--- config.mk ---
export PLATFORM = sky130hd
export DESIGN_NAME = rspc_top
export DESIGN_NICKNAME = d
export VERILOG_FILES = /design/src/design/rspc_pkg.sv /design/src/design/rspc_strap_if.sv /design/src/design/rspc_strap_cap.sv /design/src/design/rspc_top.sv
export SDC_FILE = /design/constraint.sdc
export NUM_CORES = 1
export LEC_CHECK = 0
export BUFFER_PORTS_ARGS = -buffer_cell sky130_fd_sc_hd__buf_2
export CAP_MARGIN = 10
export CORE_ASPECT_RATIO = 0.5
export CORE_MARGIN = 2
export CORE_UTILIZATION = 54
export DETAILED_ROUTE_END_ITERATION = 7
export PLACE_DENSITY = 0.82
export SYNTH_ARGS = -nofsm -noshare
export SYNTH_HDL_FRONTEND = slang
export SYNTH_HIERARCHICAL = 1
export SYNTH_SLANG_ARGS = --single-unit
--- constraint.sdc ---
create_clock -name clk_sys_i -period 2.5 [get_ports clk_sys_i]
set_input_delay 0.125 -clock clk_sys_i [delete_from_list [all_inputs] [get_ports clk_sys_i]]
set_output_delay 0.125 -clock clk_sys_i [all_outputs]
set_load 0.1 [all_outputs]
--- src/design/rspc_pkg.sv ---
// Package of constants and types for the reset strap and pull-up control.
package rspc_pkg;

    // ========================================================================
    // Host index/data port addresses
    // ========================================================================
    localparam logic [15:0] RSPC_IDX_PRI = 16'h03E0;
    localparam logic [15:0] RSPC_DAT_PRI = 16'h03E1;
    localparam logic [15:0] RSPC_IDX_SEC = 16'h03E2;
    localparam logic [15:0] RSPC_DAT_SEC = 16'h03E3;

    // ========================================================================
    // Slot pull-up control register
    // ========================================================================
    localparam logic [5:0] RSPC_PULLUP_OFS = 6'h3F;
    localparam logic [7:0] RSPC_PULLUP_RST = 8'h00;
    localparam int         RSPC_CDVS_OFF_BIT = 5;
    localparam int         RSPC_BVDRDY_BIT   = 4;
    localparam int         RSPC_INPWAIT_BIT  = 3;

    // ========================================================================
    // Index bits that select the slot quarter
    // ========================================================================
    localparam int RSPC_SLOT_MSB = 7;
    localparam int RSPC_SLOT_LSB = 6;

    // ========================================================================
    // Strap decodes
    // ========================================================================
    typedef enum logic [1:0] {
        RSPC_SLOT_A = 2'b00,
        RSPC_SLOT_B = 2'b01,
        RSPC_SLOT_C = 2'b10,
        RSPC_SLOT_D = 2'b11
    } rspc_slot_t;

    typedef enum logic [1:0] {
        RSPC_TST_NAND  = 2'b00,
        RSPC_TST_HILO  = 2'b01,
        RSPC_TST_LOHI  = 2'b10,
        RSPC_TST_TRIST = 2'b11
    } rspc_test_t;

endpackage : rspc_pkg

--- src/design/rspc_strap_if.sv ---
// Interface carrying captured strap settings between the two modules.
`timescale 1ns/100ps
interface rspc_strap_if;
    import rspc_pkg::*;

    rspc_slot_t slot;
    rspc_test_t test_fn;
    logic       test_en;
    logic       port_sec;
    logic       core_sel;
    logic [3:0] pins_sync;

    modport cap (
        output slot,
        output test_fn,
        output test_en,
        output port_sec,
        output core_sel,
        output pins_sync
    );

    modport use_side (
        input slot,
        input test_fn,
        input test_en,
        input port_sec,
        input core_sel,
        input pins_sync
    );
endinterface : rspc_strap_if

--- src/design/rspc_strap_cap.sv ---
// Strap pin synchronisers and reset-time strap capture.
`timescale 1ns/100ps
module rspc_strap_cap
    import rspc_pkg::*;
(
    // Clock and reset
    input  wire logic  clk_sys_i,
    input  wire logic  srst_i,
    // Pin levels: {slot_supply_3v3_enable, slot_supply_5v_enable, vpp_follow, vpp_program}
    input  wire logic  [3:0] pins_i,
    input  wire logic  ale_i,
    // Captured settings
    rspc_strap_if.cap  strap
);

    // ========================================================================
    // Three-stage synchronisers
    // ========================================================================
    logic [4:0] sync1_ff;
    logic [4:0] sync2_ff;
    logic [4:0] sync3_ff;
    logic [4:0] stable_ff;
    wire  [4:0] agree_w = ~(sync2_ff ^ sync3_ff);
    wire  [4:0] nxt_stable = (agree_w & sync3_ff) | (~agree_w & stable_ff);

    always_ff @(posedge clk_sys_i) begin
        sync1_ff  <= {ale_i, pins_i};
        sync2_ff  <= sync1_ff;
        sync3_ff  <= sync2_ff;
        stable_ff <= nxt_stable;
    end

    // ========================================================================
    // Capture while reset is active, hold afterwards
    // ========================================================================
    logic [4:0] cap_ff;

    always_ff @(posedge clk_sys_i) begin
        if (srst_i) begin
            cap_ff <= nxt_stable;
        end
    end

    assign strap.port_sec  = cap_ff[2];
    assign strap.slot      = rspc_slot_t'({~cap_ff[1], ~cap_ff[0]});
    assign strap.test_en   = cap_ff[3];
    assign strap.test_fn   = rspc_test_t'({~cap_ff[1], ~cap_ff[0]});
    assign strap.core_sel  = cap_ff[4];
    assign strap.pins_sync = stable_ff[3:0];
endmodule : rspc_strap_cap

--- src/design/rspc_top.sv ---
// Reset strap capture, power pin control and slot pull-up control.
`timescale 1ns/100ps

// Operation
// - Capture strap pin levels during reset; they configure ports, slot, test.
// - During reset both programming-voltage enables are pulled high.
// - During reset the 5V and 3.3V supply enables are never driven high.
// - Slot_supply_5v_enable high at reset selects secondary index/data ports.
// - Data-port access accepted only when index lies in the slot quarter.
// - Slot A no strap, B program low, C follow low, D both low.
// - Card-detect and voltage-sense pull-ups on unless control bit 5 set.
// - Battery-detect and ready pull-ups follow control bit 4.
// - Input-acknowledge and wait pull-ups follow control bit 3.
// - Pull-ups on programming-voltage pins are active only during reset.
// - Slot_supply_3v3_enable high at reset enters test mode, else normal operation.
// - In test mode straps pick NAND, alternating, inverted or tristate.
// - Core supply level is learnt from ALE at reset and held.
module rspc_top
    import rspc_pkg::*;
(
    // Clock and reset
    input  wire logic        clk_sys_i,
    input  wire logic        srst_i,
    // Host index/data port access
    input  wire logic [15:0] io_addr_i,
    input  wire logic        io_wr_i,
    input  wire logic        io_rd_i,
    input  wire logic [7:0]  io_wdata_i,
    output logic      [7:0]  io_rdata_o,
    output logic             io_claim_o,
    // Requested power pin levels from the slot logic
    input  wire logic        pwr_slot_supply_5v_enable_req_i,
    input  wire logic        pwr_slot_supply_3v3_enable_req_i,
    input  wire logic        pwr_vpp_prog_req_i,
    input  wire logic        pwr_vpp_follow_req_i,
    // Power control pins, also straps
    input  wire logic        slot_supply_5v_enable_i,
    output logic             slot_supply_5v_enable_o,
    output logic             slot_supply_5v_enable_oe_o,
    input  wire logic        slot_supply_3v3_enable_i,
    output logic             slot_supply_3v3_enable_o,
    output logic             slot_supply_3v3_enable_oe_o,
    input  wire logic        vpp_program_enable_i,
    output logic             vpp_program_enable_o,
    output logic             vpp_program_enable_oe_o,
    input  wire logic        vpp_follow_supply_enable_i,
    output logic             vpp_follow_supply_enable_o,
    output logic             vpp_follow_supply_enable_oe_o,
    // Core supply strap
    input  wire logic        ale_i,
    // Pull-up enables and strap status
    output logic             vpp_pullup_en_o,
    output logic             cd_vs_pullup_en_o,
    output logic             bvd_rdy_pullup_en_o,
    output logic             inpack_wait_pullup_en_o,
    output logic             core_supply_sel_o,
    output logic             test_mode_o,
    output logic             test_nand_o
);

    // ========================================================================
    // Strap capture
    // ========================================================================
    rspc_strap_if strap ();

    rspc_strap_cap u_cap (
        .clk_sys_i (clk_sys_i),
        .srst_i    (srst_i),
        .pins_i    ({slot_supply_3v3_enable_i, slot_supply_5v_enable_i,
                     vpp_follow_supply_enable_i, vpp_program_enable_i}),
        .ale_i     (ale_i),
        .strap     (strap.cap)
    );

    // ========================================================================
    // Index/data port decode
    // ========================================================================
    logic [7:0] idx_ff;
    logic [7:0] ctrl_ff;

    function automatic logic in_quarter(input logic [7:0] idx,
                                        input logic [1:0] slot);
        in_quarter = (idx[RSPC_SLOT_MSB:RSPC_SLOT_LSB] == slot);
    endfunction : in_quarter

    wire [15:0] idx_port_w = strap.port_sec ? RSPC_IDX_SEC : RSPC_IDX_PRI;
    wire [15:0] dat_port_w = strap.port_sec ? RSPC_DAT_SEC : RSPC_DAT_PRI;
    wire        hit_idx_w  = (io_addr_i == idx_port_w);
    wire        hit_dat_w  = (io_addr_i == dat_port_w);
    // index must fall in slot quarter
    wire        idx_ok_w   = in_quarter(idx_ff, strap.slot);
    wire        dat_acc_w  = hit_dat_w && idx_ok_w && (io_wr_i || io_rd_i);
    wire        idx_acc_w  = hit_idx_w && (io_wr_i || io_rd_i);
    wire        reg_sel_w  = idx_ff[5:0] == RSPC_PULLUP_OFS;

    wire [7:0]  nxt_idx    = (hit_idx_w && io_wr_i) ? io_wdata_i : idx_ff;
    wire [7:0]  nxt_ctrl   = (dat_acc_w && io_wr_i && reg_sel_w) ?
                             io_wdata_i : ctrl_ff;
    wire [7:0]  nxt_rdata  = (idx_acc_w && io_rd_i) ? idx_ff :
                             (dat_acc_w && io_rd_i && reg_sel_w) ? ctrl_ff :
                             8'h00;
    wire        nxt_claim  = idx_acc_w || dat_acc_w;

    always_ff @(posedge clk_sys_i) begin
        if (srst_i) begin
            idx_ff     <= 8'h00;
            ctrl_ff    <= RSPC_PULLUP_RST;
            io_rdata_o <= 8'h00;
            io_claim_o <= 1'b0;
        end else begin
            idx_ff     <= nxt_idx;
            ctrl_ff    <= nxt_ctrl;
            io_rdata_o <= nxt_rdata;
            io_claim_o <= nxt_claim;
        end
    end

    // ========================================================================
    // Pull-up enables
    // ========================================================================
    // card-detect pull-ups off by bit
    wire nxt_cdvs  = ~ctrl_ff[RSPC_CDVS_OFF_BIT];
    wire nxt_bvd   = ctrl_ff[RSPC_BVDRDY_BIT];
    wire nxt_inpw  = ctrl_ff[RSPC_INPWAIT_BIT];

    always_ff @(posedge clk_sys_i) begin
        cd_vs_pullup_en_o       <= nxt_cdvs;
        bvd_rdy_pullup_en_o     <= nxt_bvd;
        inpack_wait_pullup_en_o <= nxt_inpw;
    end

    always_ff @(posedge clk_sys_i) begin
        vpp_pullup_en_o <= srst_i;
    end

    // ========================================================================
    // Power pin drive
    // ========================================================================
    // Order of the packed pin vectors: {slot_supply_3v3_enable, slot_supply_5v_enable, vpp_follow, vpp_prog}.
    logic [3:0] nxt_pin_o;
    logic [3:0] nxt_pin_oe;
    wire  [3:0] req_w = {pwr_slot_supply_3v3_enable_req_i, pwr_slot_supply_5v_enable_req_i,
                         pwr_vpp_follow_req_i, pwr_vpp_prog_req_i};

    always_comb begin
        nxt_pin_o  = req_w;
        nxt_pin_oe = 4'hF;
        if (strap.test_en) begin
            case (strap.test_fn)
                RSPC_TST_HILO: begin
                    nxt_pin_o = 4'hA;
                end
                RSPC_TST_LOHI: begin
                    nxt_pin_o = 4'h5;
                end
                RSPC_TST_TRIST: begin
                    nxt_pin_o  = 4'h0;
                    nxt_pin_oe = 4'h0;
                end
                default: begin
                    nxt_pin_o = req_w;
                end
            endcase
        end
    end

    // Pins are released during reset so the straps can be sensed; the vpp
    // pins sit high on their pull-ups and the supply pins are never driven
    // high, so no card voltage is switched on by the reset itself.
    always_ff @(posedge clk_sys_i) begin
        if (srst_i) begin
            vpp_program_enable_o          <= 1'b1;
            vpp_program_enable_oe_o       <= 1'b0;
            vpp_follow_supply_enable_o    <= 1'b1;
            vpp_follow_supply_enable_oe_o <= 1'b0;
            slot_supply_5v_enable_o       <= 1'b0;
            slot_supply_5v_enable_oe_o    <= 1'b0;
            slot_supply_3v3_enable_o      <= 1'b0;
            slot_supply_3v3_enable_oe_o   <= 1'b0;
        end else begin
            vpp_program_enable_o          <= nxt_pin_o[0];
            vpp_program_enable_oe_o       <= nxt_pin_oe[0];
            vpp_follow_supply_enable_o    <= nxt_pin_o[1];
            vpp_follow_supply_enable_oe_o <= nxt_pin_oe[1];
            slot_supply_5v_enable_o       <= nxt_pin_o[2];
            slot_supply_5v_enable_oe_o    <= nxt_pin_oe[2];
            slot_supply_3v3_enable_o      <= nxt_pin_o[3];
            slot_supply_3v3_enable_oe_o   <= nxt_pin_oe[3];
        end
    end

    // ========================================================================
    // Strap status outputs
    // ========================================================================
    wire nxt_nand = strap.test_en && (strap.test_fn == RSPC_TST_NAND) &&
                    ~&strap.pins_sync;

    always_ff @(posedge clk_sys_i) begin
        core_supply_sel_o <= strap.core_sel;
        test_mode_o       <= strap.test_en;
        test_nand_o       <= nxt_nand;
    end
endmodule : rspc_top

==> out/qor.tcl <==
set qor(ctsRootBufferMaster) {sky130_fd_sc_hd__clkbuf_8}
set qor(diodes) 0
set qor(synth_cell_types) 37
set qor(timing.critical_path.required_ps) 2760
set qor(design.final.nets) 282
set qor(postRouteAntennaNets) 0
set qor(placement.io_buffers) 60
set qor(min_path_type) {primary input to flip-flop}
set qor(fmaxAchievable_ghz) 0.527
set qor(synthesis.nets) 219
set qor(worst_setup_sp_type) {flip-flop}
set qor(critical_hold_path_startpoint) {pwr_vpp_follow_req_i}
set qor(crit_chain) {inv_1, xor2_1, nor3_1, nand4_4, or3b_1, a21oi_1}
set qor(clock_sinks) 62
set qor(synth-seq-cells) 62
set qor(clk_transition_reported_paths_ps) 70
set qor(track_usage) 0.192
set qor(number_of_global_route_vias_before_repair) 1450
set qor(critical_path.max_fanout) 8
set qor(synth-edff-count) 5
set qor(area_growth_pct) 25.2
set qor(cellLeakagePower_nw) 1.25
set qor(vias_per_cell) 4.81
set qor(row_count) 16
set qor(routed-via-count) 1463
set qor(floorplan.initialDensity) 0.559
set qor(die_x_um) 93.4
set qor(drc) 0
set qor(grt_max_degree) 37
set qor(fin_hold_ws_ps) 37.7
set qor(grt_first_pass_wirelength_um) 6350
set qor(crit_path_end) {io_rdata_o[1]}
set qor(clk_path_buf_depth) 2
set qor(max_slew.worst_pin.slew_ps) 717
set qor(routed_wl_um) 3880
set qor(slew_headroom) 0.522
set qor(timing.reg2reg.setup_slack_ps) 600
set qor(mappedNetlistArea_mm2) 0.00216
set qor(ys_warn_count) 6
set qor(die_h_um) 48.7
set qor(regToRegStartpoint) {u_cap/cap_ff[0]}
set qor(ir_drop_v) 0.000603
set qor(synth_top_area_cell) {sky130_fd_sc_hd__dfxtp_1}
set qor(yosys-top-cells-area) {sky130_fd_sc_hd__dfxtp_1, sky130_fd_sc_hd__mux2i_1, sky130_fd_sc_hd__edfxtp_1, sky130_fd_sc_hd__buf_4, sky130_fd_sc_hd__nor2_1}
set qor(critPathCaptureType) {flip-flop}
set qor(design.core.area_mm2) 0.00386
set qor(post_cts.repair.setup_buffers) 0
set qor(initialDrtViolationCount) 28
set qor(crit_path_max_delay_cell_type) {sky130_fd_sc_hd__or3b_1}
set qor(ys_dominant_reg_cell) {sky130_fd_sc_hd__dfxtp_1}
set qor(syn-instance-count) 182
set qor(rr_endpoint) {io_rdata_o[1]}
set qor(tritoncts_clock_tree) {built}
set qor(max-cap-violations) 0
set qor(fin_skew_ps) 4.99
set qor(detailedPlacementHpwl_um) 2510
set qor(avg_inst_size_synth_um2) 11.9
set qor(insertion_delay_ps) 330
set qor(final-seq-area_mm2) 0.00129
set qor(seq_area_frac_synth) 0.598
set qor(fp.dieArea_mm2) 0.00455
set qor(route.detailed.wl_per_inst_um) 12.8
set qor(layout-drive-gt1-share) 0.380
set qor(timing_hold_violations_final) 0
set qor(async_sr_flop_fraction) 0
set qor(final_max_slew_viol_count) 0
set qor(fill_cells) 292
set qor(drt-pass1-iter-count) 4
set qor(crit_path_max_incr_delay_ps) 390
set qor(tns_ps) 0
set qor(worstSetupPathType) {flip-flop to flip-flop}
set qor(power.density_cell_area_mw_per_mm2) 817
set qor(finalWeightedCongestion) 0.866
set qor(number_of_levels_the_h_tree_was_split_into) 3
set qor(multi_input_area_um2) 742
set qor(grt_overflow_total) 0
set qor(worst_r2r_path_depth) 6
set qor(critPathLaunch) {u_cap/cap_ff[0]}
set qor(yosys.area.top_type_share) 0.529
set qor(grt_setup_unrepaired) {false}
set qor(arrival_time_at_the_worst_endpoint_ps) 2160
set qor(number_of_clock_buffers_inserted_by_tritoncts) 9
set qor(min_period_ps) 1900
set qor(run_status) {finished, final reports clean}
set qor(number_of_antenna_violations_at_the_first_check_in_global_routing) 0
set qor(post-route-period-util) 0.759
set qor(num_io_pins) 61
set qor(timing.final.setup_violations) 0
[worst min-delay path by stage]
stage | to | depth (start not counted)
6_report | vpp_follow_supply_enable_o | 3
5_1_grt | idx_ff[3] | 3
4_1_cts | vpp_follow_supply_enable_o | 3
3_5_place_dp | u_cap/sync1_ff[4] | 1
3_3_place_gp | u_cap/sync1_ff[2] | 1
2_1_floorplan | u_cap/sync1_ff[0] | 0
[sequential cells by signal (all words and copies together), names as in the netlist]
| register | cells |
|---|---|
| io_claim_o | 1 |
| vpp_follow_supply_enable_o | 1 |
| u_cap/sync1_ff | 5 |
| u_cap/cap_ff | 5 |
| vpp_program_enable_o | 1 |
| bvd_rdy_pullup_en_o | 1 |
| test_nand_o | 1 |
| io_rdata_o | 8 |
| cd_vs_pullup_en_o | 1 |
| test_mode_o | 1 |
| vpp_pullup_en_o | 1 |
| ctrl_ff | 8 |
| idx_ff | 8 |
| core_supply_sel_o | 1 |
| u_cap/sync2_ff | 5 |
| slot_supply_3v3_enable_o | 1 |
| slot_supply_5v_enable_o | 1 |
| u_cap/stable_ff | 5 |
| u_cap/sync3_ff | 5 |
| slot_supply_5v_enable_oe_o | 1 |
| inpack_wait_pullup_en_o | 1 |
[kinds of logic (layout without fill, tap and decap cells)]
group,Yosys count,after routing,synth area share
xor gates and xnor gates,3,3,0.0122
muxes,16,16,0.0742
adders and majority gates,5,5,0.0261
buffers and inverters,20,88,0.0580
and+or+nand+nor,57,57,0.170
DFF,62,62,0.598
AOI/OAI and AO/OA,19,19,0.0615
[Yosys cell counts, types with 2 or more instances]
master and instances:
sky130_fd_sc_hd__xor2_1 2, sky130_fd_sc_hd__nor3_1 3, sky130_fd_sc_hd__buf_6 2, sky130_fd_sc_hd__edfxtp_1 5, sky130_fd_sc_hd__or3b_1 7, sky130_fd_sc_hd__buf_4 9
sky130_fd_sc_hd__nand2_1 13, sky130_fd_sc_hd__mux2i_1 16, sky130_fd_sc_hd__inv_1 5, sky130_fd_sc_hd__nor2_1 18, sky130_fd_sc_hd__o21ai_0 2, sky130_fd_sc_hd__maj3_2 5
sky130_fd_sc_hd__clkbuf_1 3, sky130_fd_sc_hd__a21oi_1 6, sky130_fd_sc_hd__dfxtp_1 57, sky130_fd_sc_hd__nor4b_2 2, sky130_fd_sc_hd__a21oi_2 7
[worst max-delay path, delay by kind of cell (launching register included)]
kind	cells	cell delay, ps
XOR/XNOR	1	130
AO/OA/AOI/OAI	1	160
AND/OR/NAND/NOR	3	970
flip-flops	1	360
buffers and inverters	1	190
[cell usage in the layout (no fill, tap or decap), drive strengths merged, types with 2 or more instances in the layout]
cell / instances
buf: 61
inv: 5
maj3: 5
dfxtp: 57
dlygate4sd3: 6
nand2: 13
o21ai: 2
nor4: 2
nor4b: 2
mux2i: 16
nor2: 18
nand4: 3
nor3: 3
a21oi: 13
clkinv: 3
clkbuf: 10
or3b: 7
xor2: 2
edfxtp: 5
bufinv: 2
[through the flow]
| step | instance area, um^2 | worst slack (ps) | cells | utilization | total power, mW |
|---|---|---|---|---|---|
| floorplan | 2160 | 834 | 182 | - | 1.24 |
| global placement | 2430 | 499 | 282 | 0.628 | 1.28 |
| detailed placement | 2430 | 429 | 282 | 0.628 | 1.28 |
| CTS | 2700 | 616 | 304 | 0.699 | 2.23 |
| global route | 2700 | 457 | 304 | 0.699 | 2.30 |
| finish | 2700 | 602 | 304 | 0.699 | 2.21 |
[final cells by class]
class	count	share of cell area
timing repair buffer	67	0.136
clock buffer	10	0.0472
sequential	62	0.478
tap	54	0.0250
clock inverter	6	0.0320
inverter	5	0.00695
multi-input combinational	100	0.275
[per-layer routing]
layer  global-route usage  wire length (um)  up-vias
li1                     -                 -      743
met1                0.199              1600      683
met2                0.317              2030       30
met3                0.126               208        7
met4               0.0613                47        0
met5                    0                 0        -
[report_power, final]
group	total [mW]	internal, mW	switching, mW
clock network	0.938	0.559	0.379
logic	0.211	0.0564	0.154
registers	1.06	1.04	0.0161
[timing repair]
action,4_1_cts,5_1_grt
endpoints found under the setup margin,0,0
endpoints found under the hold margin,6,0
hold buffers,6,0
resized for setup,0,0
Note: power is estimated with default switching activity, not from simulation.
